### config.mk
export PLATFORM = sky130hd
export DESIGN_NAME = npp_config_top
export DESIGN_NICKNAME = d
export VERILOG_FILES = /design/src/npp_pkg.sv /design/src/npp_config_top.sv
export SDC_FILE = /design/constraint.sdc
export NUM_CORES = 1
export LEC_CHECK = 0
export BUFFER_PORTS_ARGS = -buffer_cell sky130_fd_sc_hd__buf_4
export CORE_MARGIN = 5
export CORE_UTILIZATION = 51
export DETAILED_ROUTE_END_ITERATION = 8
export PLACE_DENSITY = 0.87
export SLEW_MARGIN = 20
export SYNTH_ARGS = -nofsm -noshare
export SYNTH_HDL_FRONTEND = slang
export SYNTH_SLANG_ARGS = --single-unit
### constraint.sdc
create_clock -name ref_clk -period 5.86 [get_ports ref_clk]
set_input_delay 0.293 -clock ref_clk [delete_from_list [all_inputs] [get_ports ref_clk]]
set_output_delay 0.293 -clock ref_clk [all_outputs]
set_load 0.05 [all_outputs]
### src/npp_pkg.sv
package npp_pkg;

  // ---------------------------------------------------------------
  // register word indices (byte address is four times the index)
  // ---------------------------------------------------------------
  localparam logic [15:0] OFS_REVISION = 16'h8005;
  localparam logic [15:0] OFS_PART = 16'h8006;
  localparam logic [15:0] OFS_PARTITION_CFG = 16'h800A;
  localparam logic [15:0] OFS_CODE_PROTECT_CFG = 16'h800B;
  localparam logic [15:0] OFS_CTRL = 16'h8010;
  localparam logic [15:0] OFS_STATUS = 16'h8011;

  // ---------------------------------------------------------------
  // nonvolatile address map
  // ---------------------------------------------------------------
  localparam logic [15:0] CFG_SPACE_LO = 16'h8007;
  localparam logic [15:0] CFG_SPACE_HI = 16'h800B;
  localparam logic [15:0] EE_SPACE_LO = 16'hF000;
  localparam logic [15:0] EE_SPACE_HI = 16'hF0FF;
  localparam int SAF_WORDS = 128;
  localparam int PC_W = 15;
  localparam logic [14:0] RESET_VECTOR = 15'h0000;
  localparam logic [14:0] IRQ_VECTOR = 15'h0004;

  // boot region end address per size code
  localparam logic [15:0] BOOT_END_111 = 16'h01FF;
  localparam logic [15:0] BOOT_END_110 = 16'h03FF;
  localparam logic [15:0] BOOT_END_101 = 16'h07FF;
  localparam logic [15:0] BOOT_END_100 = 16'h0FFF;
  localparam logic [15:0] BOOT_END_011 = 16'h1FFF;
  localparam logic [15:0] BOOT_END_LOW = 16'h3FFF;

  // ---------------------------------------------------------------
  // reset values and identity layout
  // ---------------------------------------------------------------
  localparam logic [15:0] PARTITION_CFG_RST = 16'h2F9F;
  localparam logic [1:0] CODE_PROTECT_RST = 2'h3;
  localparam logic [1:0] PART_RSV_BITS = 2'h3;
  localparam logic [1:0] REV_RSV_BITS = 2'h2;
  localparam int STAT_LOADED = 0;
  localparam int STAT_WRITE_ERROR = 1;
  localparam int STAT_SAF_ACTIVE = 2;
  localparam int STAT_BOOT_ACTIVE = 3;
  localparam int STAT_EXEC_VIOL = 4;
  localparam int STAT_BOOT_END_LSB = 16;
  localparam int CTRL_BULK_ERASE = 0;

  // partition and write-lock configuration word
  typedef struct packed {
    logic [1:0] rsv_hi;
    logic low_voltage_programming_enable;
    logic rsv_12;
    logic storage_area_write_lock;
    logic eeprom_write_lock;
    logic config_write_lock;
    logic boot_region_write_lock;
    logic application_region_write_lock;
    logic [1:0] rsv_mid;
    logic storage_area_enable_n;
    logic boot_region_enable_n;
    logic [2:0] boot_region_size;
  } npp_partition_s;

  // code protection word
  typedef struct packed {
    logic eeprom_read_guard;
    logic program_flash_read_guard;
  } npp_guard_s;

  typedef enum logic [2:0] {
    RGN_APP,
    RGN_BOOT,
    RGN_SAF,
    RGN_CFG,
    RGN_EE,
    RGN_NONE
  } npp_region_e;

  typedef enum logic {
    ST_LOAD,
    ST_RUN
  } npp_state_e;

endpackage

### src/npp_config_top.sv
`timescale 1ns/1ps
// How it works
// - storage area write lock low blocks storage writes, only while storage area enabled.
// - eeprom write lock low blocks data eeprom writes.
// - config write lock low blocks writes to configuration words.
// - boot write lock low blocks boot writes, only while boot region enabled.
// - application write lock low blocks application region writes.
// - storage area enable is active low.
// - boot region enable is active low; disabled means size field ignored.
// - size code picks boot end: 111 01FF, 110 03FF, 101 07FF, 100 0FFF.
// - boot region clamped to half of implemented program memory.
// - a protecting lock value stays until bulk erase.
// - boot size changes only while boot region disabled.
// - clearing low-voltage programming enable refused while programming over that interface.
// - eeprom read guard low enables eeprom code protection.
// - program flash read guard low enables program flash code protection.
// - code protection, once on, cleared only by bulk erase.
// - code protection acts at once; programmer should write it last.
// - part word gives 12-bit part code, bits 13:12 read one.
// - revision word gives major 11:6, minor 5:0, bit 13 one, bit 12 zero.
// - program counter is 15 bits, 32K word space.
// - addresses beyond implemented memory wrap into it.
// - fetch starts at 0000h after reset, interrupts vector to 0004h.
// - enabled storage area is the last 128 words; a fetch from it still goes out and raises exec violation.
// - protected write leaves memory unchanged and sets write error flag.
module npp_config_top #(
  parameter int PROG_WORDS = 8192,
  parameter logic [11:0] PART_CODE = 12'hA5C,    // arbitrary value
  parameter logic [5:0] MAJOR_REV = 6'h01,       // arbitrary value
  parameter logic [5:0] MINOR_REV = 6'h02        // arbitrary value
) (
  // clock and reset
  input wire logic ref_clk,
  input wire logic resetn,
  // avalon-mm register slave (word addressed)
  input wire logic [15:0] avs_address,
  input wire logic avs_read,
  input wire logic avs_write,
  input wire logic [31:0] avs_writedata,
  input wire logic [3:0] avs_byteenable,
  output logic [31:0] avs_readdata,
  output logic avs_waitrequest,
  // nonvolatile configuration image and programming mode pin
  input wire logic [15:0] nv_partition_image,
  input wire logic [1:0] nv_guard_image,
  input wire logic lvp_programming_pin,
  // memory controller write check
  input wire logic nvm_wr_req,
  input wire logic [15:0] nvm_wr_addr,
  output logic nvm_wr_done,
  output logic nvm_wr_ok,
  output logic write_error_flag,
  // instruction fetch addressing
  input wire logic [14:0] pc_in,
  input wire logic irq_vector_req,
  output logic [14:0] fetch_addr,
  output logic exec_violation,
  // decoded configuration
  output logic storage_area_active,
  output logic boot_region_active,
  output logic [15:0] boot_end_addr,
  output logic program_flash_read_guard,
  output logic eeprom_read_guard,
  output logic config_loaded
);

  localparam logic [15:0] LAST_ADDR = 16'(PROG_WORDS - 1);
  localparam logic [15:0] HALF_END = 16'(PROG_WORDS / 2 - 1);
  localparam logic [15:0] SAF_LO = 16'(PROG_WORDS - npp_pkg::SAF_WORDS);

  // ---------------------------------------------------------------
  // reset release and pin synchronisers
  // ---------------------------------------------------------------
  logic rst_meta_r, rst_n_s;
  logic lvp_meta_r, lvp_mode_r;

  // async assert, sync release
  always_ff @(posedge ref_clk or negedge resetn) begin
    if (!resetn) begin
      rst_meta_r <= 1'b0;
      rst_n_s <= 1'b0;
    end else begin
      rst_meta_r <= 1'b1;
      rst_n_s <= rst_meta_r;
    end
  end

  // programming-mode pin comes from outside the clock domain
  always_ff @(posedge ref_clk or negedge rst_n_s) begin
    if (!rst_n_s) begin
      lvp_meta_r <= 1'b0;
      lvp_mode_r <= 1'b0;
    end else begin
      lvp_meta_r <= lvp_programming_pin;
      lvp_mode_r <= lvp_meta_r;
    end
  end

  // ---------------------------------------------------------------
  // decode helpers
  // ---------------------------------------------------------------
  function automatic logic [15:0] boot_end_f(input logic [2:0] code);
    logic [15:0] e;
    e = npp_pkg::BOOT_END_LOW;
    unique case (code)
      3'b111: e = npp_pkg::BOOT_END_111;
      3'b110: e = npp_pkg::BOOT_END_110;
      3'b101: e = npp_pkg::BOOT_END_101;
      3'b100: e = npp_pkg::BOOT_END_100;
      3'b011: e = npp_pkg::BOOT_END_011;
      default: e = npp_pkg::BOOT_END_LOW;
    endcase
    return (e > HALF_END) ? HALF_END : e;
  endfunction

  function automatic npp_pkg::npp_region_e region_of(input logic [15:0] a, input npp_pkg::npp_partition_s c,
                                                     input logic [15:0] bend);
    logic [15:0] w;
    w = a & LAST_ADDR;  // program space wraps
    if (!a[15]) begin
      if (!c.boot_region_enable_n && w <= bend)
        return npp_pkg::RGN_BOOT;
      else if (!c.storage_area_enable_n && w >= SAF_LO)
        return npp_pkg::RGN_SAF;
      else
        return npp_pkg::RGN_APP;
    end else if (a >= npp_pkg::CFG_SPACE_LO && a <= npp_pkg::CFG_SPACE_HI)
      return npp_pkg::RGN_CFG;
    else if (a >= npp_pkg::EE_SPACE_LO && a <= npp_pkg::EE_SPACE_HI)
      return npp_pkg::RGN_EE;
    else
      return npp_pkg::RGN_NONE;
  endfunction

  // merge a 16-bit write under its byte lanes
  function automatic logic [15:0] lane_merge(input logic [15:0] cur, input logic [15:0] wd,
                                             input logic [1:0] be);
    return {be[1] ? wd[15:8] : cur[15:8], be[0] ? wd[7:0] : cur[7:0]};
  endfunction

  // ---------------------------------------------------------------
  // avalon handshake: one wait cycle, answer on the second
  // ---------------------------------------------------------------
  logic ack_r;
  logic bus_wr, bus_rd;

  always_ff @(posedge ref_clk or negedge rst_n_s) begin
    if (!rst_n_s)
      ack_r <= 1'b0;
    else
      ack_r <= (avs_read || avs_write) && !ack_r;
  end

  assign avs_waitrequest = (avs_read || avs_write) && !ack_r;
  assign bus_wr = avs_write && ack_r;
  assign bus_rd = avs_read && !ack_r;

  // ---------------------------------------------------------------
  // configuration words
  // ---------------------------------------------------------------
  npp_pkg::npp_partition_s part_q, part_nxt, part_wd;
  npp_pkg::npp_guard_s guard_q, guard_nxt, guard_wd;
  npp_pkg::npp_state_e state_r;
  logic bulk_erase;
  logic cfg_wr_part, cfg_wr_guard, cfg_refused;

  assign bulk_erase = bus_wr && avs_address == npp_pkg::OFS_CTRL && avs_byteenable[0]
                      && avs_writedata[npp_pkg::CTRL_BULK_ERASE];
  assign cfg_wr_part = bus_wr && avs_address == npp_pkg::OFS_PARTITION_CFG;
  assign cfg_wr_guard = bus_wr && avs_address == npp_pkg::OFS_CODE_PROTECT_CFG;
  assign cfg_refused = (cfg_wr_part || cfg_wr_guard) && !part_q.config_write_lock;
  assign part_wd = lane_merge(part_q, avs_writedata[15:0], avs_byteenable[1:0]);
  assign guard_wd = avs_byteenable[0] ? avs_writedata[1:0] : guard_q;

  // next partition word: locks only move toward protection
  always_comb begin
    part_nxt = part_q;
    part_nxt.storage_area_write_lock = part_q.storage_area_write_lock & part_wd.storage_area_write_lock;
    part_nxt.eeprom_write_lock = part_q.eeprom_write_lock & part_wd.eeprom_write_lock;
    part_nxt.config_write_lock = part_q.config_write_lock & part_wd.config_write_lock;
    part_nxt.boot_region_write_lock = part_q.boot_region_write_lock & part_wd.boot_region_write_lock;
    part_nxt.application_region_write_lock = part_q.application_region_write_lock
                                              & part_wd.application_region_write_lock;
    part_nxt.storage_area_enable_n = part_q.storage_area_enable_n & part_wd.storage_area_enable_n;
    part_nxt.boot_region_enable_n = part_q.boot_region_enable_n & part_wd.boot_region_enable_n;
    // size frozen once boot region is on
    if (part_q.boot_region_enable_n)
      part_nxt.boot_region_size = part_wd.boot_region_size;
    // leaving low-voltage mode from within it is refused
    if (!(lvp_mode_r && !part_wd.low_voltage_programming_enable))
      part_nxt.low_voltage_programming_enable = part_wd.low_voltage_programming_enable;
  end

  // code protection only turns on through a write
  assign guard_nxt = guard_q & guard_wd;

  // load at reset release, then bus writes and bulk erase
  always_ff @(posedge ref_clk or negedge rst_n_s) begin
    if (!rst_n_s) begin
      state_r <= npp_pkg::ST_LOAD;
      part_q <= npp_pkg::PARTITION_CFG_RST;
      guard_q <= npp_pkg::CODE_PROTECT_RST;
    end else begin
      unique case (state_r)
        npp_pkg::ST_LOAD: begin
          part_q <= nv_partition_image;
          guard_q <= nv_guard_image;
          state_r <= npp_pkg::ST_RUN;
        end
        npp_pkg::ST_RUN: begin
          if (bulk_erase) begin
            part_q <= npp_pkg::PARTITION_CFG_RST;
            guard_q <= npp_pkg::CODE_PROTECT_RST;
          end else if (cfg_wr_part && !cfg_refused)
            part_q <= part_nxt;
          else if (cfg_wr_guard && !cfg_refused)
            guard_q <= guard_nxt;  // takes effect next cycle
        end
      endcase
    end
  end

  // ---------------------------------------------------------------
  // continuous decode of the partition
  // ---------------------------------------------------------------
  assign config_loaded = state_r == npp_pkg::ST_RUN;
  assign storage_area_active = !part_q.storage_area_enable_n;
  assign boot_region_active = !part_q.boot_region_enable_n;
  assign boot_end_addr = boot_region_active ? boot_end_f(part_q.boot_region_size) : 16'h0000;
  assign program_flash_read_guard = !guard_q.program_flash_read_guard;
  assign eeprom_read_guard = !guard_q.eeprom_read_guard;

  // ---------------------------------------------------------------
  // memory controller write check
  // ---------------------------------------------------------------
  npp_pkg::npp_region_e wr_rgn;
  logic wr_allow, err_clear;

  assign wr_rgn = region_of(nvm_wr_addr, part_q, boot_end_addr);
  assign err_clear = bus_wr && avs_address == npp_pkg::OFS_STATUS && avs_byteenable[0]
                     && avs_writedata[npp_pkg::STAT_WRITE_ERROR];

  // locks of disabled regions never apply: those addresses fall to the app region
  always_comb begin
    unique case (wr_rgn)
      npp_pkg::RGN_APP: wr_allow = part_q.application_region_write_lock;
      npp_pkg::RGN_BOOT: wr_allow = part_q.boot_region_write_lock;
      npp_pkg::RGN_SAF: wr_allow = part_q.storage_area_write_lock;
      npp_pkg::RGN_CFG: wr_allow = part_q.config_write_lock;
      npp_pkg::RGN_EE: wr_allow = part_q.eeprom_write_lock;
      default: wr_allow = 1'b0;
    endcase
  end

  // verdict one cycle after the request
  always_ff @(posedge ref_clk or negedge rst_n_s) begin
    if (!rst_n_s) begin
      nvm_wr_done <= 1'b0;
      nvm_wr_ok <= 1'b0;
    end else begin
      nvm_wr_done <= nvm_wr_req && config_loaded;
      nvm_wr_ok <= nvm_wr_req && config_loaded && wr_allow;
    end
  end

  // sticky error; a new refusal wins over a clear in the same cycle
  always_ff @(posedge ref_clk or negedge rst_n_s) begin
    if (!rst_n_s)
      write_error_flag <= 1'b0;
    else if ((nvm_wr_req && config_loaded && !wr_allow) || cfg_refused)
      write_error_flag <= 1'b1;
    else if (err_clear)
      write_error_flag <= 1'b0;
  end

  // ---------------------------------------------------------------
  // fetch address: wrap, vectors and storage-area exec violation flag
  // ---------------------------------------------------------------
  logic [14:0] pc_wrapped;
  logic viol_sticky_r;

  assign pc_wrapped = pc_in & LAST_ADDR[npp_pkg::PC_W-1:0];

  // held at the reset vector until the configuration is loaded
  always_ff @(posedge ref_clk or negedge rst_n_s) begin
    if (!rst_n_s) begin
      fetch_addr <= npp_pkg::RESET_VECTOR;
      exec_violation <= 1'b0;
    end else if (!config_loaded) begin
      fetch_addr <= npp_pkg::RESET_VECTOR;
      exec_violation <= 1'b0;
    end else if (irq_vector_req) begin
      fetch_addr <= npp_pkg::IRQ_VECTOR;
      exec_violation <= 1'b0;
    end else begin
      fetch_addr <= pc_wrapped;
      exec_violation <= region_of({1'b0, pc_wrapped}, part_q, boot_end_addr) == npp_pkg::RGN_SAF;
    end
  end

  // software-visible record of a fetch into the storage area
  always_ff @(posedge ref_clk or negedge rst_n_s) begin
    if (!rst_n_s)
      viol_sticky_r <= 1'b0;
    else if (exec_violation)
      viol_sticky_r <= 1'b1;
    else if (bus_wr && avs_address == npp_pkg::OFS_STATUS && avs_byteenable[0]
             && avs_writedata[npp_pkg::STAT_EXEC_VIOL])
      viol_sticky_r <= 1'b0;
  end

  // ---------------------------------------------------------------
  // read data, captured in the wait cycle, stands at the answer
  // ---------------------------------------------------------------
  logic [31:0] rd_mux;

  always_comb begin
    rd_mux = 32'h0000_0000;
    unique case (avs_address)
      npp_pkg::OFS_REVISION: rd_mux = {18'h00000, npp_pkg::REV_RSV_BITS, MAJOR_REV, MINOR_REV};
      npp_pkg::OFS_PART: rd_mux = {18'h00000, npp_pkg::PART_RSV_BITS, PART_CODE};
      npp_pkg::OFS_PARTITION_CFG: rd_mux = {16'h0000, part_q};
      npp_pkg::OFS_CODE_PROTECT_CFG: rd_mux = {30'h0000_0000, guard_q};
      npp_pkg::OFS_STATUS: begin
        rd_mux[npp_pkg::STAT_LOADED] = config_loaded;
        rd_mux[npp_pkg::STAT_WRITE_ERROR] = write_error_flag;
        rd_mux[npp_pkg::STAT_SAF_ACTIVE] = storage_area_active;
        rd_mux[npp_pkg::STAT_BOOT_ACTIVE] = boot_region_active;
        rd_mux[npp_pkg::STAT_EXEC_VIOL] = viol_sticky_r;
        rd_mux[npp_pkg::STAT_BOOT_END_LSB +: 16] = boot_end_addr;
      end
      default: rd_mux = 32'h0000_0000;  // unmapped and control read zero
    endcase
  end

  always_ff @(posedge ref_clk or negedge rst_n_s) begin
    if (!rst_n_s)
      avs_readdata <= 32'h0000_0000;
    else if (bus_rd)
      avs_readdata <= rd_mux;
  end

  // ---------------------------------------------------------------
  // checks
  // ---------------------------------------------------------------
  property p_saf_lock;
    @(posedge ref_clk) disable iff (!rst_n_s)
    (nvm_wr_req && config_loaded && wr_rgn == npp_pkg::RGN_SAF && !part_q.storage_area_write_lock)
      |=> nvm_wr_done && !nvm_wr_ok && write_error_flag;
  endproperty
  a_saf_lock: assert property (p_saf_lock) else $error("storage area write not refused");

  property p_ee_lock;
    @(posedge ref_clk) disable iff (!rst_n_s)
    (nvm_wr_req && config_loaded && wr_rgn == npp_pkg::RGN_EE) |=> nvm_wr_ok == $past(part_q.eeprom_write_lock);
  endproperty
  a_ee_lock: assert property (p_ee_lock) else $error("eeprom write verdict wrong");

  property p_cfg_lock;
    @(posedge ref_clk) disable iff (!rst_n_s)
    (cfg_wr_part && !part_q.config_write_lock && !bulk_erase && config_loaded) |=> $stable(part_q) ##0 write_error_flag;
  endproperty
  a_cfg_lock: assert property (p_cfg_lock) else $error("locked config word changed");

  property p_boot_lock;
    @(posedge ref_clk) disable iff (!rst_n_s)
    (nvm_wr_req && config_loaded && !part_q.boot_region_enable_n && nvm_wr_addr <= boot_end_addr
     && !part_q.boot_region_write_lock) |=> nvm_wr_done && !nvm_wr_ok;
  endproperty
  a_boot_lock: assert property (p_boot_lock) else $error("boot write not refused");

  property p_app_ok;
    @(posedge ref_clk) disable iff (!rst_n_s)
    (nvm_wr_req && config_loaded && wr_rgn == npp_pkg::RGN_APP && part_q.application_region_write_lock)
      |=> nvm_wr_ok;
  endproperty
  a_app_ok: assert property (p_app_ok) else $error("permitted app write refused");

  property p_boot_half;
    @(posedge ref_clk) disable iff (!rst_n_s)
    boot_region_active |-> boot_end_addr <= HALF_END && boot_end_addr >= npp_pkg::BOOT_END_111;
  endproperty
  a_boot_half: assert property (p_boot_half) else $error("boot end beyond half memory");

  property p_lock_sticky;
    @(posedge ref_clk) disable iff (!rst_n_s)
    (config_loaded && !part_q.application_region_write_lock && !bulk_erase)
      |=> !part_q.application_region_write_lock;
  endproperty
  a_lock_sticky: assert property (p_lock_sticky) else $error("write lock released without erase");

  property p_size_frozen;
    @(posedge ref_clk) disable iff (!rst_n_s)
    (config_loaded && !part_q.boot_region_enable_n && !bulk_erase) |=> $stable(part_q.boot_region_size);
  endproperty
  a_size_frozen: assert property (p_size_frozen) else $error("boot size changed while enabled");

  property p_lvp_hold;
    @(posedge ref_clk) disable iff (!rst_n_s)
    (config_loaded && lvp_mode_r && part_q.low_voltage_programming_enable && !bulk_erase)
      |=> part_q.low_voltage_programming_enable;
  endproperty
  a_lvp_hold: assert property (p_lvp_hold) else $error("lvp enable cleared in lvp mode");

  property p_guard_sticky;
    @(posedge ref_clk) disable iff (!rst_n_s)
    (config_loaded && program_flash_read_guard && !bulk_erase) |=> program_flash_read_guard [*2];
  endproperty
  a_guard_sticky: assert property (p_guard_sticky) else $error("code protection dropped");

  property p_irq_vector;
    @(posedge ref_clk) disable iff (!rst_n_s)
    (config_loaded && irq_vector_req) |=> fetch_addr == npp_pkg::IRQ_VECTOR && !exec_violation;
  endproperty
  a_irq_vector: assert property (p_irq_vector) else $error("interrupt vector missed");

  property p_wrap;
    @(posedge ref_clk) disable iff (!rst_n_s)
    (config_loaded && !irq_vector_req) |=> fetch_addr == ($past(pc_in) & LAST_ADDR[14:0]);
  endproperty
  a_wrap: assert property (p_wrap) else $error("fetch address not wrapped");

endmodule

; Word level (Yosys, flattened, before mapping)
; Cells that the tools add are included.
[totals]
regBits = 76
in_bits = 108
out_inout_bits = 73
word_cells = 147
[classes]
n_lt_le_gt_ge = 9
eq_ne = 23
n_mux = 36
n_bitwise = 9
reduce_logical = 43
[op_table]
columns = op, count
row1 = == test 16 bit (second input constant), 6
row2 = one-hot mux 14 bit (5 select lines), 1
row3 = two-way mux 16 bit, 4
row4 = one-hot mux 11 bit (3 select lines), 1
row5 = >= comparator 16 bit (second input constant), 2
row6 = <= comparator 13 x 16 -> 1 bit, 2
row7 = <= comparator 16 bit (second input constant), 2
row8 = one-hot mux 16 bit (2 select lines), 1
row9 = >= comparator 13 bit (second input constant), 2
row10 = logical AND 1 bit, 25
row11 = one-hot mux 5 bit (5 select lines), 1
row12 = two-way mux 3 bit, 6
row13 = > comparator 16 x 12 -> 1 bit (second input constant), 1
row14 = == test 3 bit (second input constant), 5
row15 = two-way mux 15 bit, 1
row16 = two-way mux 14 bit, 1
row17 = two-way mux 2 bit, 7
row18 = two-way mux 13 bit, 1
row19 = == test 3 x 2 -> 1 bit (second input constant), 4
row20 = logical NOT 1 bit, 9
row21 = two-way mux 1 bit, 8
row22 = two-way mux 8 bit, 1
row23 = AND 1 bit, 7
row24 = two-way mux 6 bit, 1
row25 = other kinds (14), 21

; Logic depth before layout (Yosys ltp)
; Gate-level depths: netlist of the first run.
[logic_depth]
word_depth = 15
mapped_depth = 12
mapped_depth_nobuf = 11

; Worst setup path after synthesis of the first run
; Ideal clock, no wire load.
[synth_timing]
path_kind = register -> register
start = reg part_q[3] (netlist name)
end = reg nvm_wr_ok
setup_ns = 0.119
arrival_ns = 3.206
required_ns = 5.741
setup_slack_ns = 2.535
stages_incl_launch_ff = 13
path_buffers = 1
period_less_slack_ns = 3.325
cell_sequence = dfstp_2 > clkbuf_1 > inv_1 > nand2_1 > inv_1 > nand2_1 > ha_1 > nand3_1 > nor3_1 > a21boi_0 > or3_1 > o2111ai_1 > and2_1
[synth_between]
elab_cells_between_ends = 13
classes_between = order compare (1) / eq/ne (4) / mux (4) / reduce/logical (4)
[synth_lines]
columns = element, line_no
row1 = start: declaration, npp_config_top.sv:161  ; npp_pkg::npp_partition_s part_q, part_nxt, part_wd;
row2 = start signal: assignment, npp_config_top.sv:201  ; part_q <= npp_pkg::PARTITION_CFG_RST;
row3 = start signal: assignment, npp_config_top.sv:206  ; part_q <= nv_partition_image;
row4 = start signal: assignment, npp_config_top.sv:212  ; part_q <= npp_pkg::PARTITION_CFG_RST;
row5 = logical NOT 1 bit *, -
row6 = net boot_region_active, npp_config_top.sv:60  ; output logic boot_region_active,
row7 = logical AND 1 bit *, npp_config_top.sv:121  ; if (!c.boot_region_enable_n && w <= bend)
row8 = two-way mux 2 bit *, npp_config_top.sv:121
row9 = two-way mux 3 bit *, npp_config_top.sv:120  ; if (!a[15]) begin
row10 = "== test 3 bit, or another cell as far along", npp_config_top.sv:245  ; unique case (wr_rgn)
row11 = one-hot mux 1 bit (5 select lines) *, npp_config_top.sv:245
row12 = logical AND 1 bit *, npp_config_top.sv:262  ; nvm_wr_ok <= nvm_wr_req && config_loaded && wr_allow;
row13 = end signal: assignment, npp_config_top.sv:262
row14 = end: declaration, npp_config_top.sv:51  ; output logic nvm_wr_ok,
; Mark *: on every way through the listed nets, which the timed path passes. The rest lies on a longest branch.
; A chain may end at the register's enable or synchronous reset.

; Final worst setup path of the first run
[layout_timing]
start = reg part_q[3] (netlist name)
end = reg nvm_wr_ok
[layout_between]
elab_chain_cells = 8
elab_cells_between_ends = 13
classes_between = order compare (1) / eq/ne (4) / mux (4) / reduce/logical (4)
[layout_rtl]
columns = element, line_no
row1 = two-way mux 16 bit, npp_config_top.sv:229  ; assign boot_end_addr = boot_region_active ? boot_end_f(part_q.boot_region_size) : 16'h0000;
row2 = <= comparator 13 x 16 -> 1 bit, npp_config_top.sv:121
row3 = logical AND 1 bit *, npp_config_top.sv:121
row4 = two-way mux 2 bit *, npp_config_top.sv:121
row5 = two-way mux 3 bit *, npp_config_top.sv:120
row6 = "== test 3 bit, or another cell as far along", npp_config_top.sv:245
row7 = one-hot mux 1 bit (5 select lines) *, npp_config_top.sv:245
row8 = logical AND 1 bit *, npp_config_top.sv:262
; Mark *: on every way between the ends. The rest lies on a longest branch, timed or not.

==> results of run 1 <==
-- stage by stage --
step | worst slack (ps) | hold WS (ps)
3_5_place_dp | 2670 | 77.8
2_1_floorplan | 2540 | -2.59
4_1_cts | 2660 | 47.3
6_report | 2650 | 52.5
5_1_grt | 2390 | 45.8
3_3_place_gp | 2870 | 76.3
-- registers in the layout, summed over array words and instances (netlist names), 2 cells and up --
register      cells
part_q           11
fetch_addr       13
guard_q           2
avs_readdata     22
part_nxt          5
-- layer usage --
metal	global-route usage [%]	vias up	share of wire [%]
li1	-	1692	-
met1	27.6	1651	39
met2	41.1	148	50
met3	5.00	24	8.5
met4	8.53	0	2.5
met5	0	-	0
-- cell type report --
| type | instances | area (sq um) | share of cell area (%) |
|---|---|---|---|
| tap | 99 | 124 | 2.46 |
| timing repair buffer | 151 | 1140 | 22.5 |
| clock buffer | 10 | 138 | 2.73 |
| sequential | 64 | 1620 | 32.1 |
| inverter | 23 | 86.3 | 1.71 |
| multi-input combinational | 296 | 1870 | 37.1 |
| clock inverter | 6 | 68.8 | 1.37 |
-- where the power goes --
group	total [mW]	internal (mW)	switching [mW]
Clock	0.394	0.209	0.185
Sequential	0.491	0.468	0.0222
Combinational	0.283	0.106	0.177
-- what timing repair did --
item	in CTS	in global routing
setup endpoints to repair	0	0
endpoints found under the hold margin	2	0
hold buffers	1	0
buffers inserted	0	0
gates resized for setup	0	0
-- path summary, 6_finish.rpt --
kind | slack (ps) | start | depth (start not counted) | end
hold / removal | 50 | lvp_programming_pin | 1 | lvp_meta_r$_DFF_PN0_
min in group asynchronous | 150 | rst_n_s$_DFF_PN0_ | 0 | lvp_mode_r$_DFF_PN0_
max in group asynchronous | 4790 | rst_n_s$_DFF_PN0_ | 1 | part_nxt[5]$_DFFE_PN0N_
hold reg to reg | 150 | rst_n_s$_DFF_PN0_ | 0 | lvp_mode_r$_DFF_PN0_
setup reg to reg | 2650 | part_q[3]$_DFFE_PN1P_ | 11 | nvm_wr_ok$_DFF_PN0_
setup / recovery | 2650 | part_q[3]$_DFFE_PN1P_ | 11 | nvm_wr_ok$_DFF_PN0_
-- synthesized netlist by cell type, drive strengths merged (2+ instances only) --
master,n
a21oi,27
clkbuf,9
dfstp,13
or2,2
a21boi,2
nor2b,6
inv,23
a211oi,3
conb,2
nor4,4
nand4,11
nand2b,8
mux2i,3
nand3,5
ha,26
and2,16
nor4b,2
o31ai,6
buf,30
nor3,7
a21o,3
o2111ai,2
nor2,21
a221oi,2
o21a,3
and3,3
nand2,56
dfrtp,51
o21ai,41
nand4b,2
a31oi,2
and4,3
-- cell families after synthesis --
logic type	Yosys count
simple gates	152
flops	64
buf+inv	62
other cells	2
mux	3
compound gates	103
fa+ha+maj	26
==> out/metrics.cfg, run 1 <==
[pwr]
ir_drop_v = 0.000111
pwr_density_cell_nw_per_um2 = 232
power_mw = 1.17
power.leakage_nw = 2.50

[clock_tree]
path_clk_slew_ps = 70
cts_sinks = 64
cts_buffer_depth = 2
clkLatencyLatePin_ps = 340
cts-root-buf = clkbuf_8
htree_num_levels = 3
cts_tree = done
cts_buffers = 9

[synthesis]
yosys.cell_types.count = 60
synth_top_area_share_pct = 33.7
synthesis.area_sq_um = 3780
yosys.area_share.simple_pct = 21.9
synth_xor_area_share_pct = 0
synth_seq_cells = 64
avgSynthCellArea_sq_um = 9.19
synthArstFlopShare_pct = 100
synth_ff_type = dfrtp_1
synth_edf_count = 0
synth_top_family_by_area = simple AND/OR/NAND/NOR gates
synth_top_area_cell = dfrtp_1
synth-adder-area-share_pct = 8.60
synthMuxAreaShare_pct = 0.793
ys_warn_count = 0
synth_compound_area_share_pct = 17.0
ys_seq_area_share_pct = 42.7
synthTopCellsByArea = dfrtp_1, dfstp_2, ha_1, nand2_1, buf_4
synth_cells = 412

[place]
numPlacedInstances = 632
post_dp_cell_area_sq_um = 4820
port_buffers = 147
gp_congestion = 0.891
hpwl_microns = 8350

[floorplan]
die_w_microns = 96.1
num_rows = 31
core_sq_um = 7250
io_pins = 181
die-height_microns = 96.1
start_util_pct = 52.2
die_area_sq_um = 9240

[critical_path]
path_buf_inv = 2
cp-start-kind = register
cp_slowest_stage_delay_ps = 840
worstPathArrival_ps = 3430
path_delay_family = simple AND/OR/NAND/NOR gates
path_cells = inv_1 -> nand2_1 -> inv_1 -> nand2_1 -> ha_1 -> nand3_1 -> nor3_1 -> nand4_1 -> mux2i_1 -> o2111ai_1 -> and2_1
worst_setup_path_end_kind = register
worstPathMaxFanout = 25
slowest_stage = dfstp_2
critical_path_class = register to register
required_ps = 6090

[global_routing]
overflow = 0
grt_max_degree = 51
grt_antenna_before_repair = 0
grt_pass1_vias = 3470
grt_pass1_wl_microns = 16500
track_usage_pct = 23.3

[hold_path]
hold_class = input port to register

[drt]
drc = 0
vias = 3515
ant_nets = 0
wl_microns = 10600
drtPass1Iterations = 4
dr.first_iter.drc_count = 176
routedWlPerCell_microns = 16.3
viasPerCell = 5.42

[timing]
drv_slew = 0
skew_ps = 6.66
fin_setup_tns_ps = 0
fmax_mhz = 312
relSlewSlack_pct = 27.6
tightestPinTransition_ps = 1070
rsz0062_at_grt = no
fin_crit_sh_pct = 54.7
min_period_ps = 3210
finalHoldViolations = 0
setup_viol = 0

[status]
status = complete, no violations

[job]
cap_violations = 0

[final_layout]
fill_cells = 580
drive_gt1_share_pct = 34.7
stdcell_area_sq_um = 5040
utilization_pct = 69.5
diodes = 0
layout_common_cells = buf_4, nand2_1, dfrtp_1
final_common_cell = buf_4
syn_to_final_growth_pct = 33.2
nNetsFinal = 679
final_cells = 649

(Power assumes the default switching activity.)
==> run 2: changes to the inputs <==
--- a/config.mk
+++ b/config.mk
@@ -7,9 +7,9 @@
 export LEC_CHECK = 0
 export BUFFER_PORTS_ARGS = -buffer_cell sky130_fd_sc_hd__buf_4
 export CORE_MARGIN = 5
-export CORE_UTILIZATION = 51
+export CORE_UTILIZATION = 47
 export DETAILED_ROUTE_END_ITERATION = 8
-export PLACE_DENSITY = 0.87
+export PLACE_DENSITY = 0.81
 export SLEW_MARGIN = 20
 export SYNTH_ARGS = -nofsm -noshare
 export SYNTH_HDL_FRONTEND = slang
==> constraint.sdc (replaced) <==
create_clock -name ref_clk -period 3.3 [get_ports ref_clk]
set_input_delay 0.165 -clock ref_clk [delete_from_list [all_inputs] [get_ports ref_clk]]
set_output_delay 0.165 -clock ref_clk [all_outputs]
set_load 0.05 [all_outputs]
==> run 2 against run 1 <==
Against the previous run: sequential share of layout area is 0.21 points lower; routed wire length is 0.43% higher; non-clock buffer count is 3 higher; die area is 7.6% higher; fmax is 19% higher; global-route usage is 1.6 points lower; critical endpoint is now write_error_flag$_DFFE_PN0P_; via count is 1.2% lower; core utilization is 4.2 points lower.
==> out/metrics.cfg, run 2 (synthesized netlist as in run 1, its figures left out) <==
[timing]
skew_ps = 5.73
holdWs_ps = 39.2
drv_slew = 0
fin_crit_sh_pct = 81.3
finalHoldViolations = 0
setup_viol = 0
fmax_mhz = 373
min_period_ps = 2680
relSlewSlack_pct = 37.8
rsz0062_at_grt = no
fin_setup_tns_ps = 0
tightestPinTransition_ps = 934

[drt]
dr.first_iter.drc_count = 136
viasPerCell = 5.30
ant_nets = 0
routedWlPerCell_microns = 16.2
drtPass1Iterations = 5
vias = 3472
drc = 0
wl_microns = 10600

[hold_path]
hold_class = input port to register
hold_depth = 2

[floorplan]
io_pins = 181
num_rows = 32
core_sq_um = 7770
start_util_pct = 48.7
die-height_microns = 99.7
die_area_sq_um = 9950
die_w_microns = 99.7

[critical_path]
worstPathArrival_ps = 2900
critical_path_class = register to register
cp-start-kind = register
worst_setup_path_end_kind = register
required_ps = 3520
r2r.worst_path.cells = 11
worstPathMaxFanout = 16

[final_layout]
seqCellArea_sq_um = 1620
nNetsFinal = 682
layout_common_cells = buf_4, nand2_1, dfrtp_1
syn_to_final_growth_pct = 34.0
drive_gt1_share_pct = 35.1
utilization_pct = 65.3
final_common_cell = buf_4
layout_top_registers = avs_readdata: 22 flops, fetch_addr: 13 flops, part_q: 11 flops
multi_input_area_sq_um = 1870
largest_reg_flops = 22
final_cells = 655
fill_cells = 667
largest_register = avs_readdata
diodes = 0

[clock_tree]
cts_buffers = 9
cts_setup_buffers = 0
htree_num_levels = 3
cts-resized-gates = 0
postCtsHoldBufs = 2
cts_tree = done
cts-root-buf = clkbuf_8
clkLatencyLatePin_ps = 350
path_clk_slew_ps = 70
cts_sinks = 64
cts_buffer_depth = 2

[global_routing]
grt_antenna_before_repair = 0
track_usage_pct = 21.7
overflow = 0
grt_max_degree = 45
grt_pass1_vias = 3584
grt_pass1_wl_microns = 17100

[place]
port_buffers = 147
numPlacedInstances = 637
gp_congestion = 0.873
hpwl_microns = 8500

[pwr]
pwr_density_cell_nw_per_um2 = 410
ir_drop_v = 0.000183
power.leakage_nw = 2.49

[status]
status = complete, no violations

[job]
cap_violations = 0

[run 2: changes by cell type in the layout (fill, tap and decap cells not counted)]
cell,delta
clkinvlp_4,+4
buf_4,+2
clkinv_4,-2
clkinv_2,-1
dlygate4sd3_1,+1
inv_1,-1
[run 2: layout make-up]
type,instances,area share (%)
clock buffers,10,2.71
clock inverters,6,1.36
inverters,23,1.78
multi-input cells,296,36.8
flip-flops and latches,64,31.9
well taps,102,2.52
repair buffers,154,22.9
[run 2: critical path, cell delays in order, from the launching register on]
cell,delay (ps)
dfstp_2,560
clkinvlp_4,240
nand2_1,230
inv_1,80
nand2_1,110
ha_1,150
nand3_1,160
nor3_1,290
nand4_1,190
mux2i_1,150
o2111ai_1,280
o21ai_0,130
[run 2: report_power, final]
part           total [mW]  switching (mW)  leakage (nW)  internal (mW)
combinational       0.512           0.318          1.59          0.194
sequential          0.869          0.0382         0.811          0.831
clock               0.698           0.328        0.0907          0.370
total                2.08           0.685          2.49           1.40
[run 2: final timing paths]
path / slack (ps) / start / end
worst min-delay path: 40 / pc_in[0] / fetch_addr[0]$_DFF_PN0_
max in group asynchronous: 2090 / rst_n_s$_DFF_PN0_ / fetch_addr[3]$_DFF_PN0_
min in group asynchronous: 120 / resetn / rst_n_s$_DFF_PN0_
worst min register to register: 360 / rst_meta_r$_DFF_PN0_ / rst_n_s$_DFF_PN0_
worst max register to register: 620 / part_q[3]$_DFFE_PN1P_ / write_error_flag$_DFFE_PN0P_
worst max-delay path: 620 / part_q[3]$_DFFE_PN1P_ / write_error_flag$_DFFE_PN0P_
[run 2: routing by layer]
| layer | track usage, % | share of wire (%) | up-vias |
|---|---|---|---|
| li1 | - | - | 1689 |
| met1 | 26.6 | 41 | 1607 |
| met2 | 35.8 | 49 | 155 |
| met3 | 4.98 | 8.0 | 21 |
| met4 | 10.7 | 2.2 | 0 |
| met5 | 0 | 0 | - |
[run 2: through the flow]
| stage | area (sq um) | power, mW | setup WS [ps] |
|---|---|---|---|
| after global placement | 4850 | 1.37 | 769 |
| after floorplan | 3830 | 1.21 | 136 |
| after detailed placement | 4850 | 1.39 | 622 |
| final | 5070 | 2.08 | 616 |
| after global routing | 5070 | 2.17 | 415 |
| after CTS | 5070 | 2.09 | 622 |
